File: src/tmc_pkg.sv
// Constants shared by the thermal monitor and current compensation block
package tmc_pkg;

    // ------------------------------------------------------------------
    // Command codes and register reset values
    // ------------------------------------------------------------------
    localparam logic [7:0] TMC_CMD_LIMIT      = 8'he8;
    localparam logic [7:0] TMC_CMD_COMP       = 8'he9;
    localparam logic [7:0] TMC_LIMIT_RST      = 8'h03;  // 100 degree limit
    localparam logic [7:0] TMC_COMP_RST       = 8'h00;  // Compensation off
    localparam logic [3:0] TMC_COMP_OFF       = 4'h0;
    localparam int         TMC_LIMIT_LSB      = 0;
    localparam int         TMC_LIMIT_W        = 3;
    localparam int         TMC_COMP_LSB       = 0;
    localparam int         TMC_COMP_W         = 4;

    // ------------------------------------------------------------------
    // Ratio of sense voltage to supply, in hundredths of a percent
    // ------------------------------------------------------------------
    localparam int TMC_RATIO_W = 14;

    // Alarm assert levels, index 0 = 85 degrees .. 7 = 120 degrees
    localparam logic [7:0][13:0] TMC_HOT_ASSERT = {
        14'h0b08, 14'h0bfc, 14'h0d04, 14'h0e1e,
        14'h0f48, 14'h1082, 14'h11c8, 14'h131e};
    // Alarm release levels, same indexing
    localparam logic [7:0][13:0] TMC_HOT_RELEASE = {
        14'h0b9a, 14'h0c98, 14'h0dac, 14'h0ed0,
        14'h1002, 14'h1144, 14'h1294, 14'h13f0};

    // Converter breakpoints every 16 degrees, index 0 = 0 degrees
    localparam logic [8:0][13:0] TMC_CONV_BP = {
        14'h09e9, 14'h0cd0, 14'h105f, 14'h1484, 14'h18ef,
        14'h1d2c, 14'h20c4, 14'h2370, 14'h252e};
    localparam int         TMC_CODE_W         = 6;
    localparam logic [5:0] TMC_CODE_MAX       = 6'h3f;
    localparam logic [5:0] TMC_CODE_RST       = 6'h0c;  // About 24 degrees
    localparam int         TMC_SEG_SHIFT      = 3;

    // ------------------------------------------------------------------
    // Sense undervoltage thresholds in millivolts
    // ------------------------------------------------------------------
    localparam int          TMC_MV_W          = 12;
    localparam logic [11:0] TMC_UV_TRIP_MV    = 12'h3b6;  // 950 mV
    localparam logic [11:0] TMC_UV_CLEAR_MV   = 12'h41a;  // 1050 mV

    // ------------------------------------------------------------------
    // Gain arithmetic, temperatures in tenths of a degree, gain in Q16
    // ------------------------------------------------------------------
    localparam logic signed [19:0] TMC_TENTHS_PER_CODE = 20'sh00014;
    localparam logic signed [19:0] TMC_REF_TENTHS      = 20'sh000fa;
    localparam logic signed [19:0] TMC_SLOPE_Q16       = 20'sh00019;
    localparam logic signed [19:0] TMC_GAIN_ONE        = 20'sh10000;
    localparam int                 TMC_GAIN_W          = 18;
    localparam int                 TMC_GAIN_FRAC       = 16;

    // Offset per compensation code in tenths of a degree
    localparam logic [15:0][11:0] TMC_COMP_TENTHS = {
        12'h15f, 12'h144, 12'h129, 12'h10e, 12'h0f3, 12'h0d8,
        12'h0bd, 12'h0a0, 12'h082, 12'h064, 12'h046, 12'h032,
        12'h019, 12'h000, 12'hfe7, 12'h000};

endpackage

File: src/tmc_tcode.sv
// Tracking non-linear converter from sense ratio to a 6-bit temperature code
`timescale 1ns/10ps

module tmc_tcode
    import tmc_pkg::*;
(
    // Clock and reset
    input  wire logic                   ref_clk,
    input  wire logic                   rst,
    // Sense ratio in
    input  wire logic [TMC_RATIO_W-1:0] ratio,
    // Temperature code out, two degrees per step
    output logic      [TMC_CODE_W-1:0]  tcode
);

    typedef struct packed {
        logic [TMC_CODE_W-1:0] code;
    } tmc_tc_state_t;

    tmc_tc_state_t st_r;
    tmc_tc_state_t st_nxt;

    // ------------------------------------------------------------------
    // Ratio at the upper edge of a code, interpolated inside a segment
    // ------------------------------------------------------------------
    function automatic logic [TMC_RATIO_W-1:0] code_thr(
        input logic [TMC_CODE_W-1:0] c);
        logic [2:0]             seg;
        logic [2:0]             frac;
        logic [TMC_RATIO_W-1:0] span;
        logic [16:0]            step;
        seg  = c[5:3];
        frac = c[2:0];
        span = TMC_CONV_BP[seg] - TMC_CONV_BP[4'(seg) + 4'h1];
        step = 17'(span) * 17'(frac);
        code_thr = TMC_CONV_BP[seg] - 14'(step >> TMC_SEG_SHIFT);
    endfunction

    // Step the code one count toward the sensed temperature
    always_comb begin
        st_nxt = st_r;
        // [RQ8] linear in temperature
        if (st_r.code != TMC_CODE_MAX &&
            ratio < code_thr(st_r.code + 6'h01)) begin
            st_nxt.code = st_r.code + 6'h01;
        end else if (st_r.code != 6'h00 && ratio > code_thr(st_r.code)) begin
            st_nxt.code = st_r.code - 6'h01;
        end
    end

    // State register
    always_ff @(posedge ref_clk or posedge rst) begin
        if (rst) begin
            st_r.code <= TMC_CODE_RST;
        end else begin
            st_r <= st_nxt;
        end
    end

    assign tcode = st_r.code;

endmodule

File: src/tmc_thermal.sv
// Thermal alarm, sense undervoltage shutdown and current temperature gain
`timescale 1ns/10ps

// Summary of operation
// [RQ1] Alarm carries meaning only while the controller is enabled.
// [RQ2] Alarm pin is open drain: driven low when asserted, else released.
// [RQ3] Alarm threshold comes from limit bits [2:0], compared with hysteresis.
// [RQ4] At 100 degrees assert below 39.12% supply, release above 40.98%.
// [RQ5] Eight limits, 85 to 120 degrees, each with a higher release level.
// [RQ6] Disable controller below 0.95 V sense, re-enable above 1.05 V.
// [RQ7] Sense ratio to supply is converted to a 6-bit temperature code.
// [RQ8] Conversion is non-linear so the code is linear in temperature.
// [RQ9] Offset plus temperature code selects a gain for every channel current.
// [RQ10] Droop and overcurrent use the compensated currents, not raw ones.
// [RQ11] Offset code 0 turns compensation off; 1..f pick -2.5 to 35.1 degrees.
// [RQ12] Gain cancels about +0.385% per degree of sense resistance drift.
// [RQ13] Regulator ready drops while the sense undervoltage shutdown holds.
// [RQ14] Limit codes ascend 85..120; alarm holds between its two levels.

module tmc_thermal
    import tmc_pkg::*;
#(
    parameter int N_CH  = 6,
    parameter int CUR_W = 12
)(
    // Clock and reset
    input  wire logic                          ref_clk,
    input  wire logic                          rst,
    // Sense inputs
    input  wire logic [TMC_RATIO_W-1:0]        temp_sense_input,
    input  wire logic [TMC_MV_W-1:0]           temp_sense_mv,
    // Controller state
    input  wire logic                          ctrl_enable,
    input  wire logic                          ready_request,
    // Command port
    input  wire logic                          cmd_wr,
    input  wire logic                          cmd_rd,
    input  wire logic [7:0]                    cmd_code,
    input  wire logic [7:0]                    cmd_wdata,
    output logic      [7:0]                    cmd_rdata,
    // Open-drain alarm pin
    input  wire logic                          thermal_alarm_n_i,
    output logic                               thermal_alarm_n_o,
    output logic                               thermal_alarm_n_oe,
    output logic                               thermal_alarm_valid,
    // Controller shutdown and ready
    output logic                               temp_sense_shutdown_reset,
    output logic                               regulator_ready,
    // Channel currents
    input  wire logic [N_CH-1:0][CUR_W-1:0]    chan_current_raw,
    input  wire logic [CUR_W+$clog2(N_CH)-1:0] ocp_sum_limit,
    output logic      [N_CH-1:0][CUR_W-1:0]    chan_current_comp,
    output logic      [CUR_W+$clog2(N_CH)-1:0] droop_current,
    output logic                               ocp_trip,
    // Temperature telemetry
    output logic      [TMC_CODE_W-1:0]         temp_code,
    output logic      [TMC_GAIN_W-1:0]         comp_gain
);

    localparam int SUM_W    = CUR_W + $clog2(N_CH);
    // Width of a scaled current before saturation
    localparam int PROD_Q_W = CUR_W + TMC_GAIN_W - TMC_GAIN_FRAC;

    typedef struct packed {
        logic [7:0]                 limit;
        logic [7:0]                 comp;
        logic [7:0]                 rdata;
        logic                       alarm;
        logic                       drv_lvl;
        logic                       valid;
        logic                       shutdown;
        logic                       ready;
        logic [TMC_GAIN_W-1:0]      gain;
        logic [N_CH-1:0][CUR_W-1:0] cur;
        logic [SUM_W-1:0]           sum;
        logic                       ocp;
    } tmc_state_t;

    tmc_state_t              st_r;
    tmc_state_t              st_nxt;
    logic [TMC_CODE_W-1:0]   tcode;
    logic [TMC_LIMIT_W-1:0]  lim_sel;
    logic [TMC_COMP_W-1:0]   comp_sel;
    logic signed [19:0]      t_code;
    logic signed [19:0]      t_off;
    logic signed [19:0]      delta;
    logic signed [19:0]      gain_s;
    logic [SUM_W-1:0]        sum_v;

    // ------------------------------------------------------------------
    // Temperature code converter
    // ------------------------------------------------------------------
    // [RQ7] ratio to 6-bit code
    tmc_tcode u_tcode (
        .ref_clk (ref_clk),
        .rst     (rst),
        .ratio   (temp_sense_input),
        .tcode   (tcode)
    );

    // ------------------------------------------------------------------
    // Helpers
    // ------------------------------------------------------------------
    // Scale one current by the Q16 gain, saturating at full scale
    function automatic logic [CUR_W-1:0] scale_cur(
        input logic [CUR_W-1:0]      c,
        input logic [TMC_GAIN_W-1:0] g);
        logic [CUR_W+TMC_GAIN_W-1:0] p;
        logic [PROD_Q_W-1:0]         q;
        p = (CUR_W+TMC_GAIN_W)'(c) * (CUR_W+TMC_GAIN_W)'(g);
        q = p[CUR_W+TMC_GAIN_W-1:TMC_GAIN_FRAC];
        if (q > PROD_Q_W'({CUR_W{1'b1}})) begin
            scale_cur = {CUR_W{1'b1}};
        end else begin
            scale_cur = q[CUR_W-1:0];
        end
    endfunction

    // Register field selects
    assign lim_sel  = st_r.limit[TMC_LIMIT_LSB +: TMC_LIMIT_W];
    assign comp_sel = st_r.comp[TMC_COMP_LSB +: TMC_COMP_W];

    // Compensated temperature and gain arithmetic
    always_comb begin
        t_code = $signed({14'h0000, tcode}) * TMC_TENTHS_PER_CODE;
        t_off  = {{8{TMC_COMP_TENTHS[comp_sel][11]}},
                  TMC_COMP_TENTHS[comp_sel]};
        delta  = t_code + t_off - TMC_REF_TENTHS;
        // [RQ12] cancel resistance drift
        gain_s = TMC_GAIN_ONE - delta * TMC_SLOPE_Q16;
    end

    // Droop sum over compensated currents
    always_comb begin
        sum_v = '0;
        for (int i = 0; i < N_CH; i++) begin
            sum_v = sum_v + SUM_W'(st_r.cur[i]);
        end
    end

    // ------------------------------------------------------------------
    // Next-state logic
    // ------------------------------------------------------------------
    always_comb begin
        st_nxt         = st_r;
        st_nxt.drv_lvl = 1'b0;

        // Command writes and registered reads
        if (cmd_wr && cmd_code == TMC_CMD_LIMIT) begin
            st_nxt.limit = cmd_wdata;
        end
        if (cmd_wr && cmd_code == TMC_CMD_COMP) begin
            st_nxt.comp = cmd_wdata;
        end
        if (cmd_rd) begin
            unique case (cmd_code)
                TMC_CMD_LIMIT: st_nxt.rdata = st_r.limit;
                TMC_CMD_COMP:  st_nxt.rdata = st_r.comp;
                default:       st_nxt.rdata = 8'h00;
            endcase
        end

        // [RQ1] alarm only when enabled
        st_nxt.valid = ctrl_enable;
        if (!ctrl_enable) begin
            st_nxt.alarm = 1'b0;
        // [RQ3] [RQ4] [RQ5] selected trip
        end else if (temp_sense_input < TMC_HOT_ASSERT[lim_sel]) begin
            st_nxt.alarm = 1'b1;
        // [RQ14] hold between levels
        end else if (temp_sense_input > TMC_HOT_RELEASE[lim_sel]) begin
            st_nxt.alarm = 1'b0;
        end

        // [RQ6] undervoltage hysteresis
        if (temp_sense_mv < TMC_UV_TRIP_MV) begin
            st_nxt.shutdown = 1'b1;
        end else if (temp_sense_mv > TMC_UV_CLEAR_MV) begin
            st_nxt.shutdown = 1'b0;
        end

        // [RQ13] ready drops on shutdown
        st_nxt.ready = ready_request && ctrl_enable && !st_r.shutdown;

        // [RQ11] code 0 means unity gain
        if (comp_sel == TMC_COMP_OFF) begin
            st_nxt.gain = TMC_GAIN_W'(TMC_GAIN_ONE);
        // [RQ9] offset plus code
        end else begin
            st_nxt.gain = gain_s[TMC_GAIN_W-1:0];
        end

        // Per-channel compensated current
        for (int i = 0; i < N_CH; i++) begin
            st_nxt.cur[i] = scale_cur(chan_current_raw[i], st_r.gain);
        end

        // [RQ10] droop and OCP from compensated
        st_nxt.sum = sum_v;
        st_nxt.ocp = sum_v > ocp_sum_limit;
    end

    // State register
    always_ff @(posedge ref_clk or posedge rst) begin
        if (rst) begin
            st_r          <= '0;
            st_r.limit    <= TMC_LIMIT_RST;
            st_r.comp     <= TMC_COMP_RST;
            st_r.shutdown <= 1'b1;
            st_r.gain     <= TMC_GAIN_W'(TMC_GAIN_ONE);
        end else begin
            st_r <= st_nxt;
        end
    end

    // ------------------------------------------------------------------
    // Outputs
    // ------------------------------------------------------------------
    // [RQ2] open-drain pull low
    assign thermal_alarm_n_o         = st_r.drv_lvl;
    assign thermal_alarm_n_oe        = st_r.alarm;
    assign thermal_alarm_valid       = st_r.valid;
    assign temp_sense_shutdown_reset = st_r.shutdown;
    assign regulator_ready           = st_r.ready;
    assign cmd_rdata                 = st_r.rdata;
    assign chan_current_comp         = st_r.cur;
    assign droop_current             = st_r.sum;
    assign ocp_trip                  = st_r.ocp;
    assign temp_code                 = tcode;
    assign comp_gain                 = st_r.gain;

endmodule

File: config.mk
export PLATFORM = sky130hd
export DESIGN_NAME = tmc_thermal
export DESIGN_NICKNAME = d
export VERILOG_FILES = /design/src/tmc_pkg.sv /design/src/tmc_tcode.sv /design/src/tmc_thermal.sv
export SDC_FILE = /design/constraint.sdc
export NUM_CORES = 2
export LEC_CHECK = 0
export BUFFER_PORTS_ARGS = -buffer_cell sky130_fd_sc_hd__buf_2
export CAP_MARGIN = 10
export CORE_MARGIN = 1
export CORE_UTILIZATION = 56
export CTS_BUF_LIST = sky130_fd_sc_hd__clkbuf_8
export DETAILED_ROUTE_END_ITERATION = 8
export PLACE_DENSITY = 0.74
export SYNTH_ARGS = -nofsm -noshare
export SYNTH_HDL_FRONTEND = slang
export SYNTH_HIERARCHICAL = 1
export SYNTH_SLANG_ARGS = --single-unit
File: constraint.sdc
create_clock -name ref_clk -period 12.4 [get_ports ref_clk]
set_input_delay 0 -clock ref_clk [delete_from_list [all_inputs] [get_ports ref_clk]]
set_output_delay 0 -clock ref_clk [all_outputs]
set_load 0.05 [all_outputs]
Word level (Yosys, flattened, before mapping)
Memory sizes are Yosys's and may differ from the RTL's.
Cells that the tools add are included.
{"block": "totals", "regBits": 140, "romBits": 1088, "in_bits": 136, "out_inout_bits": 125, "elab_cells": 106, "n_memories": 7}
{"memory": "(no name shown)", "depth": 16, "word_bits": 14, "rd": 1, "rd_ports_with_merged_regs": 0, "wr": 0, "line_no": "tmc_tcode.sv:34", "text": "span = TMC_CONV_BP[seg] - TMC_CONV_BP[4'(seg) + 4'h1];"}
{"memory": "(no name shown)", "depth": 16, "word_bits": 14, "rd": 1, "rd_ports_with_merged_regs": 0, "wr": 0, "line_no": "tmc_tcode.sv:34"}
{"memory": "(no name shown)", "depth": 16, "word_bits": 12, "rd": 1, "rd_ports_with_merged_regs": 0, "wr": 0, "line_no": "tmc_thermal.sv:127", "text": "TMC_COMP_TENTHS[comp_sel]};"}
{"memory": "(no name shown)", "depth": 8, "word_bits": 14, "rd": 1, "rd_ports_with_merged_regs": 0, "wr": 0, "line_no": "tmc_tcode.sv:34"}
{"memory": "(no name shown)", "depth": 8, "word_bits": 14, "rd": 1, "rd_ports_with_merged_regs": 0, "wr": 0, "line_no": "tmc_tcode.sv:34"}
{"memory": "(no name shown)", "depth": 8, "word_bits": 14, "rd": 1, "rd_ports_with_merged_regs": 0, "wr": 0, "line_no": "tmc_thermal.sv:171", "text": "end else if (temp_sense_input > TMC_HOT_RELEASE[lim_sel]) begin"}
{"memory": "+1 memories"}
{"block": "classes", "add_sub_neg": 16, "n_mul": 10, "magnitude_cmp": 19, "n_eq_ne": 4, "mux": 22, "n_reduce_logical": 11}
{"cell": "$mul A12 B18 Y30", "count": 6}
{"cell": "$gt A14 B12 Y1 const B", "count": 6}
{"cell": "$mux W12", "count": 7}
{"cell": "$mux W14", "count": 6}
{"cell": "$sub A14 B14 Y14", "count": 4}
{"cell": "$mul A14 B3 Y17", "count": 2}
{"cell": "$add A15 B12 Y15", "count": 2}
{"cell": "$gt A14 B14 Y1", "count": 2}
{"cell": "$lt A14 B14 Y1", "count": 2}
{"cell": "$add A12 B12 Y13", "count": 2}
{"cell": "$mul A14 B6 Y18 const B", "count": 1}
{"cell": "$mux W18", "count": 1}
{"cell": "$sub A18 B18 Y18 const A", "count": 1}
{"cell": "$eq A8 B8 Y1 const B", "count": 2}
{"cell": "$pmux W8 S2", "count": 1}
{"cell": "$add A14 B12 Y15", "count": 1}
{"cell": "$gt A15 B15 Y1", "count": 1}
{"cell": "$lt A4 B5 Y1 const B", "count": 3}
{"cell": "$add A13 B12 Y14", "count": 1}
{"cell": "$sub A13 B9 Y14 const B", "count": 1}
{"cell": "$gt A12 B11 Y1 const B", "count": 1}
{"cell": "$lt A12 B10 Y1 const B", "count": 1}
{"cell": "$mux W6", "count": 2}
{"cell": "$lt A3 B5 Y1 const B", "count": 2}
{"cell": "other kinds (13)", "count": 24}

Depth between registers and ports, before layout
{"block": "depth", "depth_word": 10, "depth_mapped": 43, "mapped_depth_nobuf": 41}

By module
The synthesis kept the hierarchy.
{"module": "tmc_thermal", "instances": 1, "cells_per_inst": 5565, "area_per_inst_um2": 48758.0}
{"module": "tmc_tcode", "instances": 1, "cells_per_inst": 903, "area_per_inst_um2": 6745.2}

Least setup slack after synthesis
OpenSTA, ideal clock, no wires.
{"block": "synth_timing", "path_kind": "register -> register", "from": "register u_tcode.st_r, in the netlist u_tcode/tcode[1]", "to": "register u_tcode.st_r, in the netlist u_tcode/tcode[0]", "setup_ns": 0.132, "arrival_ns": 8.668, "required_time_ns": 12.268, "path_slack_ns": 3.600, "path_stages_with_launch": 41, "path_buffers": 2, "period_less_slack_ns": 8.800, "path_cell_list": "dfrtp_1 -> ha_1 -> clkbuf_2 -> nand3_2 -> xnor2_4 -> inv_2 -> ha_1 -> inv_1 -> ha_1 -> clkbuf_1 -> nor2_1 -> a211o_1 -> ha_1 -> nor2b_1 -> o21a_1 -> o21a_1 -> o221ai_2 -> a21oi_2 -> [5 not listed] -> a21oi_1 -> nand2b_1 -> a2111o_1 -> a31oi_1 -> xor2_1 -> ha_1 -> o41ai_1 -> o211ai_1 -> o211ai_1 -> xor2_1 -> ha_1 -> nand3_1 -> nor4_1 -> a2111oi_0 -> o211ai_1 -> inv_1 -> nor2_1 -> xnor2_1"}
{"block": "synth_via", "elab_chain_cells": 10, "word_cells_on_any_way": 19, "classes_between": "add/sub (5); mul (2); order compare (2); eq/ne (1); mux (3); reduce/logical (4); memory (2)"}
{"element": "start: declaration", "line_no": "tmc_tcode.sv:20", "text": "tmc_tc_state_t st_r;"}
{"element": "start signal: assignment", "line_no": "tmc_tcode.sv:56", "text": "st_r <= st_nxt;"}
{"element": "$add A6 B1 Y6", "line_no": "tmc_tcode.sv:44", "text": "ratio < code_thr(st_r.code + 6'h01)) begin"}
{"element": "$add A3 B1 Y4", "line_no": "tmc_tcode.sv:34"}
{"element": "$mem_v2 Z16 W14"}
{"element": "$mux W14 (not written as such)", "line_no": "tmc_tcode.sv:34"}
{"element": "$sub A14 B14 Y14", "line_no": "tmc_tcode.sv:34"}
{"element": "$mul A14 B3 Y17", "line_no": "tmc_tcode.sv:35", "text": "step = 17'(span) * 17'(frac);"}
{"element": "$sub A14 B14 Y14", "line_no": "tmc_tcode.sv:36", "text": "code_thr = TMC_CONV_BP[seg] - 14'(step >> TMC_SEG_SHIFT);"}
{"element": "$lt A14 B14 Y1", "line_no": "tmc_tcode.sv:44"}
{"element": "$logic_and A1 B1 Y1", "line_no": "tmc_tcode.sv:43", "text": "if (st_r.code != TMC_CODE_MAX &&"}
{"element": "$mux W6 / $reduce_bool A2 Y1 (equally long branches)"}
Parallel ways exist; a longest one is shown, timed or not. The select of a mux whose other input is x is not followed.
A chain may end at the register's enable or synchronous reset.

Final worst setup path
{"block": "layout_timing", "from": "register u_tcode.st_r, in the netlist u_tcode/tcode[3]", "to": "register u_tcode.st_r, in the netlist u_tcode/tcode[0]"}
The elaborated chain is that of the path after synthesis.

==> reports/results.tsv <==
metric	value	unit
status	completed	
netlist area before placement	0.0555	mm^2
number of flops mapped to enable cells by yosys	0	
clk slew on worst S/H paths	0.11	ns
Top FF cell, synth	dfrtp_1	
Final Critical Period	10.41	ns
DR pass1 iterations	5	
hold depth	4	
RSZ-0062 raised after global routing	false	
Post-CTS Setup Bufs	0	
largest net degree at the start of global routing	72	
H-tree depth	4	
initial antenna violation count	22	
Slew Limit Fails	0	
first-pass GRT wire length	234000	um
Sequential Area	0.00353	mm^2
warnings from Yosys	6	
clock skew	0.0216	ns
CP Capture Type	flop	
grt ovf	0	
slowest stage delay, CP	0.93	ns
crit share post-route	83.9	%
crit path DAT	10.79	ns
Detail Placement HPWL	110000	um
via count	42900	
GPL Wtd Cong	0.934	
initial DRC count	2838	
Seq/Total Area, Yosys	6.33	%
# clock sinks	140	
commonest cells after routing, fill and taps aside	1388 x inv_1, 1054 x fa_1, 1025 x nand2_1, 627 x ha_1, 438 x and2_1	
Starting Density	56.5	%
Syn-to-layout area delta	3.16	%
startpoint types	flop	
top cells by area, synth	fa_1 38%, ha_1 14%, inv_1 9.4%	
Netlist cell types	105	
CTS tree	done	
Mapped Nets	8285	
endpoints failing hold	0	
die span in y	317	um
Avg Inst Size Synth	8.58	um^2
count of nets after finishing	8199	
worst path bufs/invs	3	
clk buf depth	2	
cts repair resizes	0	
Core Area	0.0983	mm^2
Slowest-stage cell, CP	dfstp_2	
worst-margin pin slew	1.03	ns
area share of the largest cell type after synthesis	38.0	%
Global Route Usage Sum	29.5	%
Crit path max-delay family	compound AO/OA/AOI/OAI gates	
CTS root buffer	clkbuf_8	
cell mode on critical path	ha_1	
share of layout cells above drive strength 1	6.38	%
design area	0.0573	mm^2
Filler cells	8600	
I/O pin cnt	261	
vias in the first global route	44800	
Post-Route WL	142000	um
Max Freq	96.1	MHz
reg-to-reg slack, setup	1.99	ns
Synth Instances	6468	
Worst R2R Path Depth	36	
Routed WL per cell	18.4	um
Rows	115	
hold crit path type	input port to flop	
cell accounting for the most synthesized area	fa_1	
antenna-violating nets left	0	
Setup violations, final	0	
WS Path Type	flop to flop	
Critical Path Fanout Max	26	
area of the multi-input gates	0.0447	mm^2
Crit path depth	36	
Final TNS setup	0	ns
slew margin rel.	30.8	%
Die X	317	um
port buffer count	258	
FFs w/ async S/R, synth	100	%
most common cell after layout, fill and taps aside	inv_1	
CP required	12.79	ns
CTS buffer count	17	
Layout Utilization	58.3	%
FF+latch count, synth	140	
max-cap violations	0	
worst skew pair latency	0.52	ns
die area	0.100	mm^2
Via density	5.58	
DRC	0	
Placement Cell Area	0.0566	mm^2
-- worst register-to-register path: cells and delay by family, from the launching register on --
kind / cells / cell delay (ns)
buffers and inverters: 3 / 0.48
flip-flops: 1 / 0.93
AO/OA/AOI/OAI: 13 / 3.85
XOR/XNOR: 4 / 0.88
AND/OR/NAND/NOR: 9 / 1.37
adder cells (fa/ha/maj): 7 / 2.77
-- stage by stage --
| step | worst slack, ns | instances | hold slack [ns] |
|---|---|---|---|
| CTS | 2.17 | 7682 | 0.00296 |
| floorplan | 3.60 | 6468 | -0.210 |
| detailed placement | 2.21 | 7625 | 0.00628 |
| global placement | 2.31 | 7625 | -0.00330 |
| finish | 1.99 | 7692 | 0.0411 |
| global route | 1.25 | 7686 | 0.0839 |
-- state kept, by name (all words and copies together), names as in the netlist, 3 cells and up --
| signal | count |
|---|---|
| u_tcode/tcode | 6 |
| comp_gain | 18 |
| chan_current_comp | 72 |
| comp_sel | 4 |
| cmd_rdata | 8 |
| droop_current | 15 |
| st_r | 9 |
| lim_sel | 3 |
-- routing by layer --
| layer | wire, um | vias to the layer above | part of all wire (%) | GRT usage [%] |
|---|---|---|---|---|
| li1 | - | 19400 | - | - |
| met1 | 58400 | 21600 | 41 | 40.2 |
| met2 | 66400 | 1528 | 47 | 47.3 |
| met3 | 11500 | 276 | 8.1 | 4.94 |
| met4 | 5160 | 12 | 3.6 | 10.8 |
| met5 | 79 | - | 0.056 | 0 |
-- cell usage after synthesis, types with 13 or more instances --
cell and instances:
nand2_1 1025, buf_2 13, o211ai_1 21, fa_1 1054, clkbuf_1 274, nor3_1 53, or3_1 15, dfrtp_1 134
and2_1 438, nor2_1 139, and3_1 22, mux2i_1 23, o21a_1 49, a21o_1 91, o21bai_1 28, a211oi_1 33
o22ai_1 15, buf_4 117, nand3_1 55, o21ai_0 141, a31oi_1 23, nor4_1 18, ha_1 627, or2_2 13
a21oi_1 159, nand4_1 35, nand2b_1 49, xor2_1 68, mux2_2 16, xnor2_1 96, inv_1 1389, nor2b_1 38
-- kinds of logic (layout without fill, tap and decap cells) --
| kind of cell | count (synthesis) | count (layout) | synth area share [%] |
|---|---|---|---|
| xor gates and xnor gates | 168 | 168 | 2.79 |
| and+or+nand+nor | 1951 | 1951 | 16.7 |
| muxes | 39 | 39 | 0.739 |
| adders and majority gates | 1681 | 1681 | 52.2 |
| buffers and inverters | 1806 | 1733 | 13.1 |
| other | 1 | 11 | 0.00676 |
| DFF | 140 | 140 | 6.33 |
| AOI/OAI and AO/OA | 682 | 682 | 8.19 |
-- cell type report --
type	instances	area share (%)
antenna	10	0.0437
clock buffer	17	0.409
clock inverter	15	0.249
inverter	1393	9.15
multi-input combinational	4522	78.1
sequential	140	6.17
tap	1287	2.81
timing repair buffer	308	3.02
-- repair_timing --
action	4_1_cts	5_1_grt
setup endpoints to repair	0	0
hold endpoints to repair	98	0
hold buffers	25	0
-- worst paths after layout --
path,start,end
worst min-delay path,cmd_wr,lim_sel[2]
worst max-delay path,u_tcode/tcode[3],u_tcode/tcode[0]
min in group asynchronous,rst,regulator_ready
max in group asynchronous,rst,comp_gain[9]
worst max register to register,u_tcode/tcode[3],u_tcode/tcode[0]
worst min register to register,temp_sense_shutdown_reset,regulator_ready
Power is left out: the tool's default activity adds up to more than one toggle a clock period on the data nets, which glitch-free logic cannot reach.
